`config.mk`:
```
export PLATFORM = sky130hd
export DESIGN_NAME = dram_refresh_ctrl
export DESIGN_NICKNAME = d
export VERILOG_FILES = /design/src/verilog/refresh_pkg.sv /design/src/verilog/dram_refresh_ctrl.sv
export SDC_FILE = /design/constraint.sdc
export NUM_CORES = 1
export LEC_CHECK = 0
export ABC_AREA = 1
export ABC_CLOCK_PERIOD_IN_PS = 1600
export BUFFER_PORTS_ARGS = -buffer_cell sky130_fd_sc_hd__buf_2
export CORE_MARGIN = 10
export CORE_UTILIZATION = 49
export CTS_CLUSTER_DIAMETER = 80
export DETAILED_ROUTE_END_ITERATION = 7
export PLACE_DENSITY_LB_ADDON = 0.05
export SYNTH_ARGS = -nofsm -noshare
export SYNTH_HDL_FRONTEND = slang
export SYNTH_SLANG_ARGS = --single-unit
```
`constraint.sdc`:
```
create_clock -name aclk -period 1.6 [get_ports aclk]
set_input_delay 0.16 -clock aclk [delete_from_list [all_inputs] [get_ports aclk]]
set_output_delay 0.16 -clock aclk [all_outputs]
set_load 0.02 [all_outputs]
```
`src/verilog/refresh_pkg.sv`:
```
package refresh_pkg;

    // Register byte offsets on the AXI4-Lite slave.
    localparam logic [11:0] CTRL_OFFSET = 12'h000;
    localparam logic [11:0] STATUS_OFFSET = 12'h004;
    localparam logic [11:0] COUNT_OFFSET = 12'h008;

    // Field positions inside the control register.
    localparam int WCD_POS = 0;
    localparam int CEC_POS = 1;
    localparam int PIPE_POS = 2;
    localparam int RTYPE_POS = 3;
    localparam int RLOW_POS = 4;
    localparam int RPER_POS = 6;
    localparam int PRECH_POS = 10;
    localparam int CTRL_BITS = 12;

    // Reset value of the control register: every option off.
    localparam logic [11:0] CTRL_RESET = 12'h000;

    // AXI response codes.
    localparam logic [1:0] RESP_OKAY = 2'h0;
    localparam logic [1:0] RESP_DECERR = 2'h3;

    // System clock rate and refresh tick rate, both in kHz.
    localparam int CLK_KHZ = 125000;
    localparam int TICK_KHZ = 2000;
    // Tick prescaler; a period rounds down to whole cycles.
    localparam logic [5:0] TICK_CYCLES = 6'(CLK_KHZ / TICK_KHZ);

    // Refresh timer period in ticks is this base plus twice the field.
    localparam logic [5:0] PERIOD_BASE = 6'h10;
    // Refresh RAS low time in cycles is this base plus the field.
    localparam logic [2:0] RAS_LOW_BASE = 3'h2;
    // RAS precharge time in cycles is this base plus the field.
    localparam logic [2:0] PRECH_BASE = 3'h1;

    // Refresh address counter layout: bank, column, row from the top.
    localparam int ROW_W = 11;
    localparam int COL_W = 11;
    localparam int BANK_W = 2;
    localparam int CNT_W = ROW_W + COL_W + BANK_W;
    // Lowest counter bit shown on the high address outputs.
    localparam int HI_ADDR_LSB = 7;

    // Control register fields, high bit first.
    typedef struct packed {
        logic [1:0] prech;
        logic [3:0] period;
        logic [1:0] ras_low;
        logic rtype;
        logic pipe;
        logic cec;
        logic wcd;
    } ctrl_type;

    // Refresh address counter split into its fields.
    typedef struct packed {
        logic [BANK_W-1:0] bank;
        logic [COL_W-1:0] col;
        logic [ROW_W-1:0] row;
    } raddr_type;

    // Arbiter states, one-hot.
    typedef enum logic [3:0] {
        ST_IDLE = 4'h1,
        ST_ACCESS = 4'h2,
        ST_ARM = 4'h4,
        ST_REFRESH = 4'h8
    } state_type;

endpackage : refresh_pkg

```
`src/verilog/dram_refresh_ctrl.sv`:
```
// Function
// Write with delay bit: CAS waits one edge.
// Delay bit clear: read and write CAS alike.
// One refresh type active, any control mode.
// Extend input lengthens refresh by whole cycles.
// Progress flag rises one cycle before RAS.
// After access hold drops, flag then RAS.
// Counter increments when refresh RAS negates.
// Refresh RAS low time from two bits.
// Timer period from four bits, request each.
// Refresh only when idle and precharged.
// Refresh may slot between pipelined accesses.
// Timer refresh only while disable negated.
// External pulse latched, refresh next edge.
// External latch clears as refresh RAS negates.
// Held external request repeats refresh cycles.
// High address outputs show counter bits.
// Write enable pin becomes refresh request.
// Request rises on external pulse or timer.
// Timer request held until external pulse.
// Missed periods toggle the request low.
// Precharge before, after and between refreshes.
// All four RAS together, end with flag.
// Extend sampled each edge, ends when low.
// Counter is bank, column, row, row low.
// Refresh beats an access seen same edge.
//
// Local design decisions: the address map and register access over AXI4-Lite.
`timescale 1ns/1ps
module dram_refresh_ctrl
    import refresh_pkg::*;
(
    input wire logic aclk,
    input wire logic aresetn,
    input wire logic [11:0] s_axi_awaddr,
    input wire logic s_axi_awvalid,
    output logic s_axi_awready,
    input wire logic [31:0] s_axi_wdata,
    input wire logic [3:0] s_axi_wstrb,
    input wire logic s_axi_wvalid,
    output logic s_axi_wready,
    output logic [1:0] s_axi_bresp,
    output logic s_axi_bvalid,
    input wire logic s_axi_bready,
    input wire logic [11:0] s_axi_araddr,
    input wire logic s_axi_arvalid,
    output logic s_axi_arready,
    output logic [31:0] s_axi_rdata,
    output logic [1:0] s_axi_rresp,
    output logic s_axi_rvalid,
    input wire logic s_axi_rready,
    input wire logic access_request_in,
    input wire logic access_hold_request,
    input wire logic port_b_access_hold,
    input wire logic write_request_in,
    input wire logic [3:0] cas_extend_in,
    input wire logic refresh_extend_in,
    input wire logic external_refresh_request_in,
    input wire logic auto_refresh_disable_in,
    output logic [3:0] ras_n_out,
    output logic [3:0] cas_n_out,
    output logic write_enable_n_out,
    output logic refresh_in_progress_out,
    output logic refresh_request_out,
    output logic access_active_flag,
    output logic [3:0] high_address_outputs
);

    // Maps a byte address to a register index; three means unmapped.
    function automatic logic [1:0] reg_index(input logic [11:0] addr);
        case (addr)
            CTRL_OFFSET: reg_index = 2'h0;
            STATUS_OFFSET: reg_index = 2'h1;
            COUNT_OFFSET: reg_index = 2'h2;
            default: reg_index = 2'h3;
        endcase
    endfunction : reg_index

    ctrl_type ctrl_ff; // Software configuration.
    state_type state_ff; // Arbiter state.
    raddr_type rcount_ff; // Refresh address counter.
    logic [5:0] prescale_ff; // Divider to the refresh tick.
    logic [5:0] period_ff; // Ticks into the refresh period.
    logic timer_req_ff; // Timer request not yet served.
    logic ext_latch_ff; // Latched external request.
    logic refresh_request_out_ff; // Refresh request output.
    logic refresh_in_progress_out_ff; // Refresh in progress.
    logic [3:0] ras_n_ff; // RAS pins.
    logic [3:0] cas_n_ff; // CAS pins.
    logic we_n_ff; // Write enable pin.
    logic [3:0] hi_addr_ff; // High address pins.
    logic [2:0] cnt_ff; // Refresh RAS low cycles left.
    logic [2:0] prech_ff; // Precharge cycles left.
    logic aw_got_ff, w_got_ff; // Write address and data held.
    logic [11:0] awaddr_ff; // Held write address.
    logic [31:0] wdata_ff; // Held write data.
    logic [3:0] wstrb_ff; // Held byte strobes.
    logic awready_ff, wready_ff, bvalid_ff, arready_ff, rvalid_ff;
    logic [1:0] bresp_ff, rresp_ff; // Bus responses.
    logic [31:0] rdata_ff; // Read data.

    logic tick, expire, refresh_end, access_end, refresh_due;
    logic prech_ok, access_busy, wr_fire, repurposed;
    logic [5:0] period_len; // Timer period in ticks.
    logic [2:0] ras_low_len; // Refresh RAS low time in cycles.
    logic [2:0] prech_len; // Precharge time in cycles.

    // Divider and period arithmetic, plus the arbiter's inputs.
    always_comb begin
        tick = (prescale_ff == TICK_CYCLES - 6'h1);
        period_len = PERIOD_BASE + {1'b0, ctrl_ff.period, 1'b0};
        expire = tick && (period_ff == period_len - 6'h1);
        ras_low_len = RAS_LOW_BASE + {1'b0, ctrl_ff.ras_low};
        prech_len = PRECH_BASE + {1'b0, ctrl_ff.prech};
        refresh_end = (state_ff == ST_REFRESH) && (cnt_ff == 3'h0)
            && !refresh_extend_in;
        access_end = (state_ff == ST_ACCESS) && !access_hold_request;
        prech_ok = (prech_ff == 3'h0);
        access_busy = port_b_access_hold;
        // The input is taken as well as the latch, so that a pulse
        // starts the refresh at the very edge that samples it.
        refresh_due = ext_latch_ff || external_refresh_request_in
            || (timer_req_ff && !auto_refresh_disable_in);
        repurposed = ctrl_ff.cec || ctrl_ff.pipe;
        wr_fire = aw_got_ff && w_got_ff && !bvalid_ff;
    end

    // AXI write channels: address and data are taken in either order.
    always_ff @(posedge aclk) begin
        if (!aresetn) begin
            aw_got_ff <= 1'b0;
            w_got_ff <= 1'b0;
            awaddr_ff <= 12'h000;
            wdata_ff <= 32'h0000_0000;
            wstrb_ff <= 4'h0;
            awready_ff <= 1'b0;
            wready_ff <= 1'b0;
        end else begin
            if (s_axi_awvalid && awready_ff) begin
                aw_got_ff <= 1'b1;
                awaddr_ff <= s_axi_awaddr;
                awready_ff <= 1'b0;
            end else if (wr_fire) begin
                aw_got_ff <= 1'b0;
            end else begin
                awready_ff <= !aw_got_ff;
            end
            if (s_axi_wvalid && wready_ff) begin
                w_got_ff <= 1'b1;
                wdata_ff <= s_axi_wdata;
                wstrb_ff <= s_axi_wstrb;
                wready_ff <= 1'b0;
            end else if (wr_fire) begin
                w_got_ff <= 1'b0;
            end else begin
                wready_ff <= !w_got_ff;
            end
        end
    end

    // Register write and write response; status and count are
    // read-only, and an unmapped address answers with a decode error.
    always_ff @(posedge aclk) begin
        if (!aresetn) begin
            ctrl_ff <= CTRL_RESET;
            bvalid_ff <= 1'b0;
            bresp_ff <= RESP_OKAY;
        end else if (wr_fire) begin
            bvalid_ff <= 1'b1;
            bresp_ff <= (reg_index(awaddr_ff) == 2'h3) ? RESP_DECERR
                : RESP_OKAY;
            if (reg_index(awaddr_ff) == 2'h0) begin
                if (wstrb_ff[0]) begin
                    ctrl_ff[7:0] <= wdata_ff[7:0];
                end
                if (wstrb_ff[1]) begin
                    ctrl_ff[CTRL_BITS-1:8] <= wdata_ff[CTRL_BITS-1:8];
                end
            end
        end else if (bvalid_ff && s_axi_bready) begin
            bvalid_ff <= 1'b0;
        end
    end

    // Read channel: one read at a time, data one cycle after address.
    always_ff @(posedge aclk) begin
        if (!aresetn) begin
            arready_ff <= 1'b0;
            rvalid_ff <= 1'b0;
            rdata_ff <= 32'h0000_0000;
            rresp_ff <= RESP_OKAY;
        end else if (s_axi_arvalid && arready_ff) begin
            arready_ff <= 1'b0;
            rvalid_ff <= 1'b1;
            rresp_ff <= RESP_OKAY;
            case (reg_index(s_axi_araddr))
                2'h0: rdata_ff <= {20'h00000, ctrl_ff};
                2'h1: rdata_ff <= {26'h0000000, refresh_request_out_ff, timer_req_ff,
                    ext_latch_ff, !ras_n_ff[0], access_active_flag,
                    refresh_in_progress_out_ff};
                2'h2: rdata_ff <= {8'h00, rcount_ff};
                default: begin
                    rdata_ff <= 32'h0000_0000;
                    rresp_ff <= RESP_DECERR;
                end
            endcase
        end else if (rvalid_ff && s_axi_rready) begin
            rvalid_ff <= 1'b0;
        end else if (!rvalid_ff) begin
            arready_ff <= 1'b1;
        end
    end

    // Refresh timer: a fixed tick divider feeds the period counter.
    always_ff @(posedge aclk) begin
        if (!aresetn) begin
            prescale_ff <= 6'h00;
            period_ff <= 6'h00;
        end else begin
            prescale_ff <= tick ? 6'h00 : prescale_ff + 6'h1;
            if (expire) begin
                period_ff <= 6'h00;
            end else if (tick) begin
                period_ff <= period_ff + 6'h1;
            end
        end
    end

    // Pending requests. A new request in the ending cycle wins over the
    // clear, so nothing is lost and a held input bursts.
    always_ff @(posedge aclk) begin
        if (!aresetn) begin
            timer_req_ff <= 1'b0;
            ext_latch_ff <= 1'b0;
        end else begin
            if (expire) begin
                timer_req_ff <= 1'b1;
            end else if (refresh_end) begin
                timer_req_ff <= 1'b0;
            end
            if (external_refresh_request_in) begin
                ext_latch_ff <= 1'b1;
            end else if (refresh_end) begin
                ext_latch_ff <= 1'b0;
            end
        end
    end

    // Refresh request output. A period that runs out while the last is
    // still unserved drops it for one cycle, so a host can count misses.
    always_ff @(posedge aclk) begin
        if (!aresetn) begin
            refresh_request_out_ff <= 1'b0;
        end else if (expire && timer_req_ff && !refresh_end) begin
            refresh_request_out_ff <= 1'b0;
        end else begin
            // Held until a refresh of either kind is done.
            refresh_request_out_ff <= expire || external_refresh_request_in
                || (timer_req_ff && !refresh_end)
                || (ext_latch_ff && !refresh_end);
        end
    end

    // Arbiter and RAS/CAS sequencing. Refresh is checked first in idle,
    // so it wins a tie with a new access, and an access is never cut.
    always_ff @(posedge aclk) begin
        if (!aresetn) begin
            state_ff <= ST_IDLE;
            refresh_in_progress_out_ff <= 1'b0;
            ras_n_ff <= 4'hF;
            cas_n_ff <= 4'hF;
            cnt_ff <= 3'h0;
            access_active_flag <= 1'b0;
        end else begin
            case (state_ff)
                ST_IDLE: begin
                    if (refresh_due && prech_ok && !access_busy) begin
                        state_ff <= ST_ARM;
                        refresh_in_progress_out_ff <= 1'b1;
                    end else if (access_request_in && prech_ok) begin
                        state_ff <= ST_ACCESS;
                        access_active_flag <= 1'b1;
                        ras_n_ff <= 4'h0;
                        // Delayed CAS keeps write data set up to CAS.
                        if (ctrl_ff.wcd && write_request_in) begin
                            cas_n_ff <= 4'hF;
                        end else begin
                            cas_n_ff <= ~cas_extend_in;
                        end
                    end
                end
                ST_ACCESS: begin
                    if (access_end) begin
                        state_ff <= ST_IDLE;
                        access_active_flag <= 1'b0;
                        ras_n_ff <= 4'hF;
                        cas_n_ff <= 4'hF;
                    end else begin
                        cas_n_ff <= ~cas_extend_in;
                    end
                end
                ST_ARM: begin
                    // Only the all-RAS type is carried; the type bit
                    // does not change the cycle shape.
                    state_ff <= ST_REFRESH;
                    ras_n_ff <= 4'h0;
                    cnt_ff <= ras_low_len - 3'h1;
                end
                ST_REFRESH: begin
                    if (cnt_ff != 3'h0) begin
                        cnt_ff <= cnt_ff - 3'h1;
                    end else if (refresh_end) begin
                        state_ff <= ST_IDLE;
                        ras_n_ff <= 4'hF;
                        refresh_in_progress_out_ff <= 1'b0;
                    end
                end
                default: begin
                    state_ff <= ST_IDLE;
                    refresh_in_progress_out_ff <= 1'b0;
                    ras_n_ff <= 4'hF;
                    cas_n_ff <= 4'hF;
                    access_active_flag <= 1'b0;
                end
            endcase
        end
    end

    // Precharge counter, loaded whenever RAS returns high.
    always_ff @(posedge aclk) begin
        if (!aresetn) begin
            prech_ff <= 3'h0;
        end else if (refresh_end || access_end) begin
            prech_ff <= prech_len - 3'h1;
        end else if (prech_ff != 3'h0) begin
            prech_ff <= prech_ff - 3'h1;
        end
    end

    // Refresh address counter, stepped as refresh RAS negates.
    always_ff @(posedge aclk) begin
        if (!aresetn) begin
            rcount_ff <= '0;
        end else if (refresh_end) begin
            rcount_ff <= raddr_type'(rcount_ff + 1'b1);
        end
    end

    // Shared pins: high address bits during refresh, and write enable
    // that turns into the refresh request when so configured.
    always_ff @(posedge aclk) begin
        if (!aresetn) begin
            hi_addr_ff <= 4'h0;
            we_n_ff <= 1'b1;
        end else begin
            hi_addr_ff <= refresh_in_progress_out_ff ? rcount_ff.row[HI_ADDR_LSB +: 4]
                : 4'h0;
            if (repurposed) begin
                we_n_ff <= !refresh_request_out_ff;
            end else begin
                we_n_ff <= !((state_ff == ST_ACCESS) && write_request_in
                    && !access_end);
            end
        end
    end

    assign s_axi_awready = awready_ff;
    assign s_axi_wready = wready_ff;
    assign s_axi_bvalid = bvalid_ff;
    assign s_axi_bresp = bresp_ff;
    assign s_axi_arready = arready_ff;
    assign s_axi_rvalid = rvalid_ff;
    assign s_axi_rdata = rdata_ff;
    assign s_axi_rresp = rresp_ff;
    assign ras_n_out = ras_n_ff;
    assign cas_n_out = cas_n_ff;
    assign write_enable_n_out = we_n_ff;
    assign refresh_in_progress_out = refresh_in_progress_out_ff;
    assign refresh_request_out = refresh_request_out_ff;
    assign high_address_outputs = hi_addr_ff;

    // Helper: cycles that refresh RAS has been low so far.
    logic [7:0] ras_low_seen_ff;
    always_ff @(posedge aclk) begin
        if (!aresetn || state_ff != ST_REFRESH) begin
            ras_low_seen_ff <= 8'h00;
        end else if (ras_low_seen_ff != 8'hFF) begin
            ras_low_seen_ff <= ras_low_seen_ff + 8'h1;
        end
    end

    a_flag_before_ras: assert property (
        @(posedge aclk) disable iff (!aresetn)
        $rose(refresh_in_progress_out_ff) |-> ras_n_ff == 4'hF ##1 ras_n_ff == 4'h0)
        else $error("Refresh RAS did not follow the flag by one cycle.");

    a_ras_end_together: assert property (
        @(posedge aclk) disable iff (!aresetn)
        $fell(refresh_in_progress_out_ff) |-> ras_n_ff == 4'hF && $past(ras_n_ff) == 4'h0)
        else $error("Refresh RAS and flag did not end together.");

    a_ras_low_time: assert property (
        @(posedge aclk) disable iff (!aresetn)
        $fell(refresh_in_progress_out_ff) |-> ras_low_seen_ff >= {5'h00, $past(ras_low_len)})
        else $error("Refresh RAS low time too short.");

    a_counter_step: assert property (
        @(posedge aclk) disable iff (!aresetn)
        $fell(refresh_in_progress_out_ff) |-> rcount_ff == raddr_type'($past(rcount_ff) + 1'b1))
        else $error("Refresh counter did not step at refresh end.");

    a_idle_start: assert property (
        @(posedge aclk) disable iff (!aresetn)
        $rose(refresh_in_progress_out_ff) |-> $past(prech_ff) == 3'h0
            && !$past(access_busy) && !access_active_flag)
        else $error("Refresh started during access or precharge.");

    a_precharge_gap: assert property (
        @(posedge aclk) disable iff (!aresetn)
        $fell(ras_n_ff[0]) |-> $past(prech_ff) == 3'h0)
        else $error("RAS precharge was not kept.");

    a_latch_clear: assert property (
        @(posedge aclk) disable iff (!aresetn)
        $fell(refresh_in_progress_out_ff) |-> ext_latch_ff == $past(external_refresh_request_in))
        else $error("External latch not cleared at refresh end.");

    a_refresh_wins: assert property (
        @(posedge aclk) disable iff (!aresetn)
        state_ff == ST_IDLE && refresh_due && prech_ok && !access_busy
            && access_request_in |=> state_ff == ST_ARM)
        else $error("Access won over a refresh.");

    a_write_cas_delay: assert property (
        @(posedge aclk) disable iff (!aresetn)
        state_ff == ST_IDLE && !(refresh_due && !access_busy) && prech_ok
            && access_request_in && ctrl_ff.wcd && write_request_in
            |=> cas_n_ff == 4'hF && ras_n_ff == 4'h0)
        else $error("Write CAS was not delayed.");

    a_auto_disabled: assert property (
        @(posedge aclk) disable iff (!aresetn)
        state_ff == ST_IDLE && auto_refresh_disable_in && !ext_latch_ff
            && !external_refresh_request_in |=> !refresh_in_progress_out_ff)
        else $error("Timer refresh ran while disabled.");

endmodule : dram_refresh_ctrl

```
==> impl_metrics.env, run 1 <==
export IMPL_met1_usage_pct=23.2
export IMPL_ys_types=45
export IMPL_grt_overflow=0
export IMPL_syn_area_per_cell_um2=7.14
export IMPL_track_usage_pct=18.9
export IMPL_crit_start="ctrl_ff[7]$_SDFFE_PN0P_"
export IMPL_gp_congestion=0.872
export IMPL_root_buffer="clkbuf_16"
export IMPL_cts_buffers=17
export IMPL_path_max_fanout=3
export IMPL_final_max_slew_viol_count=0
export IMPL_r2r_start="ctrl_ff[7]$_SDFFE_PN0P_"
export IMPL_wl_per_cell_um=13.9
export IMPL_final_hold_violation_count=0
export IMPL_async_flop_share_pct=0
export IMPL_cts_max_path_buffers=2
export IMPL_p_leak_uw=0.00337
export IMPL_whs_path_depth=3
export IMPL_ys_top_cells_by_count="194 x nand2_1, 150 x nor2_1, 132 x dfxtp_1"
export IMPL_io_buffers=104
export IMPL_clk_pin_slew_ps=60
export IMPL_reg2reg_depth=12
export IMPL_h_tree_depth=4
export IMPL_layout_drive_gt1_share_pct=24.1
export IMPL_drt_iter0_drc=350
export IMPL_slowest_delay_ps=330
export IMPL_cp_arrival_ps=1910
export IMPL_rows=41
export IMPL_finalPower_uw=9630
export IMPL_cts_num_sinks=132
export IMPL_nets=1101
export IMPL_dp_slack_ps=-32.5
export IMPL_grt_max_degree=68
export IMPL_worstPathCellList="inv_1, ha_2, inv_1, nand2_1, nand2_1, nand2_1, nand2_1, nor2_2, nand3_2, nand2_1, nand2_1, a21oi_2"
export IMPL_ys_flop_type="dfxtp_1"
export IMPL_setup_worst_path_end="refresh_request_out$_SDFF_PP0_"
export IMPL_wirelength_mm=16.7
export IMPL_die_y_um=133
export IMPL_r2r_end="refresh_request_out$_SDFF_PP0_"
export IMPL_ys_warn_count=0
export IMPL_use_met2_pct=31.0
export IMPL_ant_nets=0
export IMPL_synth_seq_cells=132
export IMPL_period_minus_slack_ps=1550
export IMPL_dr_pass1_iters=6
export IMPL_min_path_type="input pin to flip-flop"
export IMPL_dp_cells=1146
export IMPL_finalCritPeriodShare_pct=97.1
export IMPL_end_kind="flip-flop"
export IMPL_maxCapViolations=0
export IMPL_setup_worst_path_class="flip-flop to flip-flop"
export IMPL_status="finished, final reports clean"
export IMPL_die_w_um=133
export IMPL_die_area_um2=17700
export IMPL_clock_latency_ps=420
export IMPL_netlist_area_um2=6260
export IMPL_setup_viol=0
export IMPL_cp_start_kind="flip-flop"
export IMPL_fmax_mhz=643
export IMPL_yosysTopAreaCell="dfxtp_1"
export IMPL_synth_top_area_share_pct=42.2
export IMPL_num_io_pins=135
export IMPL_slowest_stage="dfxtp_2"
export IMPL_powerDensity_nw_per_um2=1210
export IMPL_finClkSkew_ps=8.19
export IMPL_grt_pass1_vias=5925
export IMPL_drc_errors=0
export IMPL_worstPathRequired_ps=1960
export IMPL_num_antenna_cells=0
export IMPL_peakVddDrop_mv=0.736
export IMPL_critPathBufInv=2
export IMPL_cp_top_family="simple AND/OR/NAND/NOR gates"
export IMPL_synth_most_common_cell="nand2_1"
export IMPL_crit_top_cell="nand2_1"
export IMPL_whs_ps=1.68
export IMPL_antenna_found_initial=0
export IMPL_synth_edf_count=0
export IMPL_vias_per_cell=5.00
export IMPL_area_growth_pct=27.2
export IMPL_reg2reg_slack_ps=50
export IMPL_dp_hpwl_mm=12.1
export IMPL_initial_core_util_pct=49.8
export IMPL_grt_pass1_wl_mm=28.1
export IMPL_core_region_area_um2=12600
export IMPL_cts_tree="yes"
export IMPL_fin_ws_ps=45.8
export IMPL_fillCellCount=1136
export IMPL_cp_depth=12
export IMPL_synth_area_top_cells="dfxtp_1 42%, nand2_1 12%, nor2_1 9.0%, a21oi_1 5.8%, o21ai_0 5.0%"
export IMPL_ys_seq_area_share_pct=42.2
export IMPL_num_vias=5992
export IMPL_rsz0062_at_grt="yes"
export IMPL_synthCells=877
export IMPL_use_met3_pct=5.56
export IMPL_busiest_layer="met2"
export IMPL_stdcell_count=1198
-- logic make-up after synthesis --
logic type	count (synthesis)	synth area share (%)
AOI/OAI and AO/OA	163	14.6
adders and majority gates	10	2.00
other	1	0.0599
buffers and inverters	118	8.73
and+or+nand+nor	445	31.4
xor gates and xnor gates	8	1.12
DFF	132	42.2
-- layout make-up --
| class | instances | area [µm²] | area share, % |
|---|---|---|---|
| multi-input cells | 634 | 3250 | 40.8 |
| repair buffers | 152 | 961 | 12.1 |
| well taps | 172 | 215 | 2.70 |
| clock inverters | 13 | 158 | 1.98 |
| clock buffers | 19 | 443 | 5.56 |
| flip-flops and latches | 132 | 2650 | 33.2 |
| inverters | 76 | 295 | 3.70 |
-- worst min path at each step --
stage                         start                        end  slack (ps)
floorplan              s_axi_rready  s_axi_rvalid$_SDFFE_PN0P_         320
global placement    s_axi_awaddr[6]  awaddr_ff[6]$_SDFFE_PN0P_         410
detailed placement     s_axi_bready  s_axi_bvalid$_SDFFE_PN0P_         420
CTS                  s_axi_wdata[1]   wdata_ff[1]$_SDFFE_PN0P_         0.4
global route        s_axi_awaddr[4]  awaddr_ff[4]$_SDFFE_PN0P_          20
finish              s_axi_awaddr[5]  awaddr_ff[5]$_SDFFE_PN0P_           2
-- state kept, by name, summed over array words and instances, names as in the netlist, 2 cells and up --
name / flops
state_ff: 4
cas_n_out: 4
prescale_ff: 6
high_address_outputs: 4
awaddr_ff: 12
wdata_ff: 12
cnt_ff: 3
period_ff: 6
wstrb_ff: 2
prech_ff: 3
s_axi_rdata: 24
ctrl_ff: 12
rcount_ff: 24
-- layout by cell type, fill, tap and decap left out, types with 9 or more instances in the layout --
| master | netlist | final |
|---|---|---|
| nor2_4 | 6 | 9 |
| inv_1 | 69 | 64 |
| buf_4 | 19 | 31 |
| nand3_1 | 49 | 43 |
| inv_2 | 4 | 9 |
| nor2_1 | 150 | 143 |
| nand3b_1 | 9 | 9 |
| nand2_1 | 194 | 188 |
| clkbuf_16 | 0 | 17 |
| a21oi_1 | 73 | 72 |
| a211oi_1 | 12 | 12 |
| buf_2 | 2 | 104 |
| nor2_2 | 6 | 10 |
| dfxtp_1 | 132 | 126 |
| o21ai_0 | 63 | 62 |
| dlygate4sd3_1 | 0 | 11 |
-- report_power, final --
group	leakage, µW	internal, µW	switching, µW
Combinational	0.00201	807	1170
Sequential	0.00108	3530	180
Clock	0.000285	2480	1450
-- worst register-to-register path, stage by stage (launching register included) --
cell     delay [ps]
dfxtp_2         330
inv_1            80
ha_2            180
inv_1            40
nand2_1          90
nand2_1          90
nand2_1          80
nand2_1          60
nor2_2          140
nand3_2         130
nand2_1          90
nand2_1          70
a21oi_2         120
-- timing repair --
action / in CTS / in global routing
pin swaps: 3 / 17
gates resized for setup: 1 / 43
cloned: 0 / 0
endpoints found under the hold margin: 11 / 0
hold buffers: 11 / 0
endpoints found under the setup margin: 7 / 30
buffers inserted: 1 / 8
-- routing by layer --
| layer | wire length (µm) | vias to the layer above |
|---|---|---|
| met5 | 0 | - |
| met4 | 206 | 0 |
| met3 | 1080 | 18 |
| met2 | 7770 | 164 |
| met1 | 7610 | 2704 |
| li1 | - | 3106 |
-- metrics by stage --
| step | util [%] | TNS (ps) | instance area, µm² |
|---|---|---|---|
| final | 63.4 | 0 | 7970 |
| after global routing | 63.4 | -266 | 7970 |
| after CTS | 61.6 | 0 | 7740 |
| after detailed placement | 55.9 | -117 | 7020 |
| after global placement | 55.9 | 0 | 7020 |
| after floorplan | - | -76.0 | 6310 |
Power figures use the tool's default switching activity.
==> run 2, diff against run 1 <==
--- a/config.mk
+++ b/config.mk
@@ -10,6 +10,7 @@
 export BUFFER_PORTS_ARGS = -buffer_cell sky130_fd_sc_hd__buf_2
 export CORE_MARGIN = 10
 export CORE_UTILIZATION = 49
+export CTS_BUF_LIST = sky130_fd_sc_hd__clkbuf_8
 export CTS_CLUSTER_DIAMETER = 80
 export DETAILED_ROUTE_END_ITERATION = 7
 export PLACE_DENSITY_LB_ADDON = 0.05
==> impl_metrics.env, run 2 (synthesis results as in run 1) <==
export IMPL_num_antenna_cells=0
export IMPL_ant_nets=0
export IMPL_cp_start_kind="flip-flop"
export IMPL_worstPathCellList="inv_2, ha_4, ha_4, inv_2, nor2_2, nand2_2, nand3_2, a21oi_4, inv_2, a21oi_2, o21ai_1"
export IMPL_fillCellCount=1154
export IMPL_cts_num_sinks=132
export IMPL_wirelength_mm=16.7
export IMPL_die_w_um=133
export IMPL_setup_viol=0
export IMPL_gp_congestion=0.872
export IMPL_final_common_cell="nand2_1"
export IMPL_path_max_fanout=5
export IMPL_clock_latency_ps=450
export IMPL_layout_drive_gt1_share_pct=23.2
export IMPL_mostFrequentLayoutCells="189 x nand2_1, 144 x nor2_1, 124 x dfxtp_1, 104 x buf_2, 73 x a21oi_1"
export IMPL_track_usage_pct=18.9
export IMPL_fin_util_pct=62.8
export IMPL_maxCapViolations=0
export IMPL_whs_ps=13.4
export IMPL_critPathBufInv=3
export IMPL_cts_tree="yes"
export IMPL_clkPwrFrac_pct=33.5
export IMPL_num_vias=6070
export IMPL_cts_buffers=17
export IMPL_powerDensity_nw_per_um2=1090
export IMPL_die_area_um2=17700
export IMPL_die_y_um=133
export IMPL_period_minus_slack_ps=1560
export IMPL_finalCritPeriodShare_pct=97.7
export IMPL_root_buffer="clkbuf_8"
export IMPL_final_max_slew_viol_count=0
export IMPL_grt_pass1_wl_mm=28.1
export IMPL_peakVddDrop_mv=0.634
export IMPL_crit_top_cell="inv_2"
export IMPL_grt_pass1_vias=5939
export IMPL_status="finished, final reports clean"
export IMPL_dp_hpwl_mm=12.1
export IMPL_cp_top_family="compound AO/OA/AOI/OAI gates"
export IMPL_vias_per_cell=5.00
export IMPL_drt_iter0_drc=377
export IMPL_power_frac_seq_pct=43.2
export IMPL_finClkSkew_ps=9.35
export IMPL_end_kind="flip-flop"
export IMPL_cp_arrival_ps=1900
export IMPL_intPower_uw=5930
export IMPL_h_tree_depth=4
export IMPL_dr_pass1_iters=5
export IMPL_setup_worst_path_class="flip-flop to flip-flop"
export IMPL_clk_pin_slew_ps=70
export IMPL_antenna_found_initial=0
export IMPL_swShare_pct=30.9
export IMPL_min_path_type="input pin to flip-flop"
export IMPL_io_buffers=104
export IMPL_combPwrFrac_pct=23.3
export IMPL_p_leak_uw=0.00334
export IMPL_rsz0062_at_grt="yes"
export IMPL_fmax_mhz=640
export IMPL_worstPathRequired_ps=1930
export IMPL_initial_core_util_pct=49.8
export IMPL_grt_max_degree=68
export IMPL_cts_max_path_buffers=2
export IMPL_drc_errors=0
export IMPL_area_growth_pct=25.9
export IMPL_slowest_stage="dfxtp_2"
export IMPL_core_region_area_um2=12600
export IMPL_final_hold_violation_count=0
export IMPL_grt_overflow=0
export IMPL_num_io_pins=135
export IMPL_rows=41
export IMPL_p_sw_uw=2650
export IMPL_slowest_delay_ps=340
export IMPL_nets=1116
export IMPL_wl_per_cell_um=13.7
## run 2: path summary, 6_finish.rpt
check                                from                            to  slack, ps  cells past startpoint
min reg2reg  s_axi_rdata[11]$_SDFFE_PN0P_  s_axi_rdata[11]$_SDFFE_PN0P_        470                      2
max reg2reg      prech_ff[0]$_SDFFE_PN0P_     cas_n_out[1]$_SDFFE_PN1P_         40                     11
max              prech_ff[0]$_SDFFE_PN0P_     cas_n_out[1]$_SDFFE_PN1P_         40                     11
min                       s_axi_awaddr[2]     awaddr_ff[2]$_SDFFE_PN0P_         10                      3
## run 2: area by class of cell
cell class	count	area (µm²)	share of cell area, %
clock inverters	14	161	2.05
clock buffers	18	248	3.14
well taps	172	215	2.73
flip-flops and latches	132	2650	33.6
inverters	76	295	3.74
repair buffers	167	1100	13.9
multi-input cells	634	3220	40.8
## run 2: worst reg2reg max path, cell delays in order, from the launching register on
cell and delay (ps):
dfxtp_2 340, inv_2 50, ha_4 160, ha_4 160, inv_2 40, nor2_2 30
nand2_2 90, nand3_2 90, a21oi_4 220, inv_2 100, a21oi_2 110, o21ai_1 60
## run 2: per-layer routing
metal	track usage [%]	share of wire (%)	vias to the layer above
met2	31.4	47	177
met1	23.0	45	2743
met5	0	0	-
met4	5.93	1.1	0
li1	-	-	3133
met3	5.49	6.7	17
## run 2: through the flow
step	TNS (ps)	std cells	area [µm²]	setup slack (ps)	power, µW
floorplan	-76.0	884	6310	-57.6	5050
global placement	0	1146	7020	47.8	5470
detailed placement	-117	1146	7020	-32.5	5540
CTS	0	1206	7710	4.99	8470
global route	-228	1213	7890	-76.0	9070
finish	0	1213	7890	36.8	8580
## run 2: power by group through the flow
stage	Combinational (µW)	Sequential, µW	Clock [µW]
after floorplan	1200	3850	0
after global placement	1720	3750	0
after detailed placement	1770	3770	0
after CTS	1840	3690	2940
after global routing	2230	3740	3100
final	2000	3710	2870
## run 2: repair_timing
item | in CTS | in global routing
endpoints found under the hold margin | 28 | 0
setup endpoints to repair | 7 | 32
resized for setup | 1 | 35
hold buffers | 28 | 0
pin swaps | 1 | 12
buffers inserted | 0 | 7
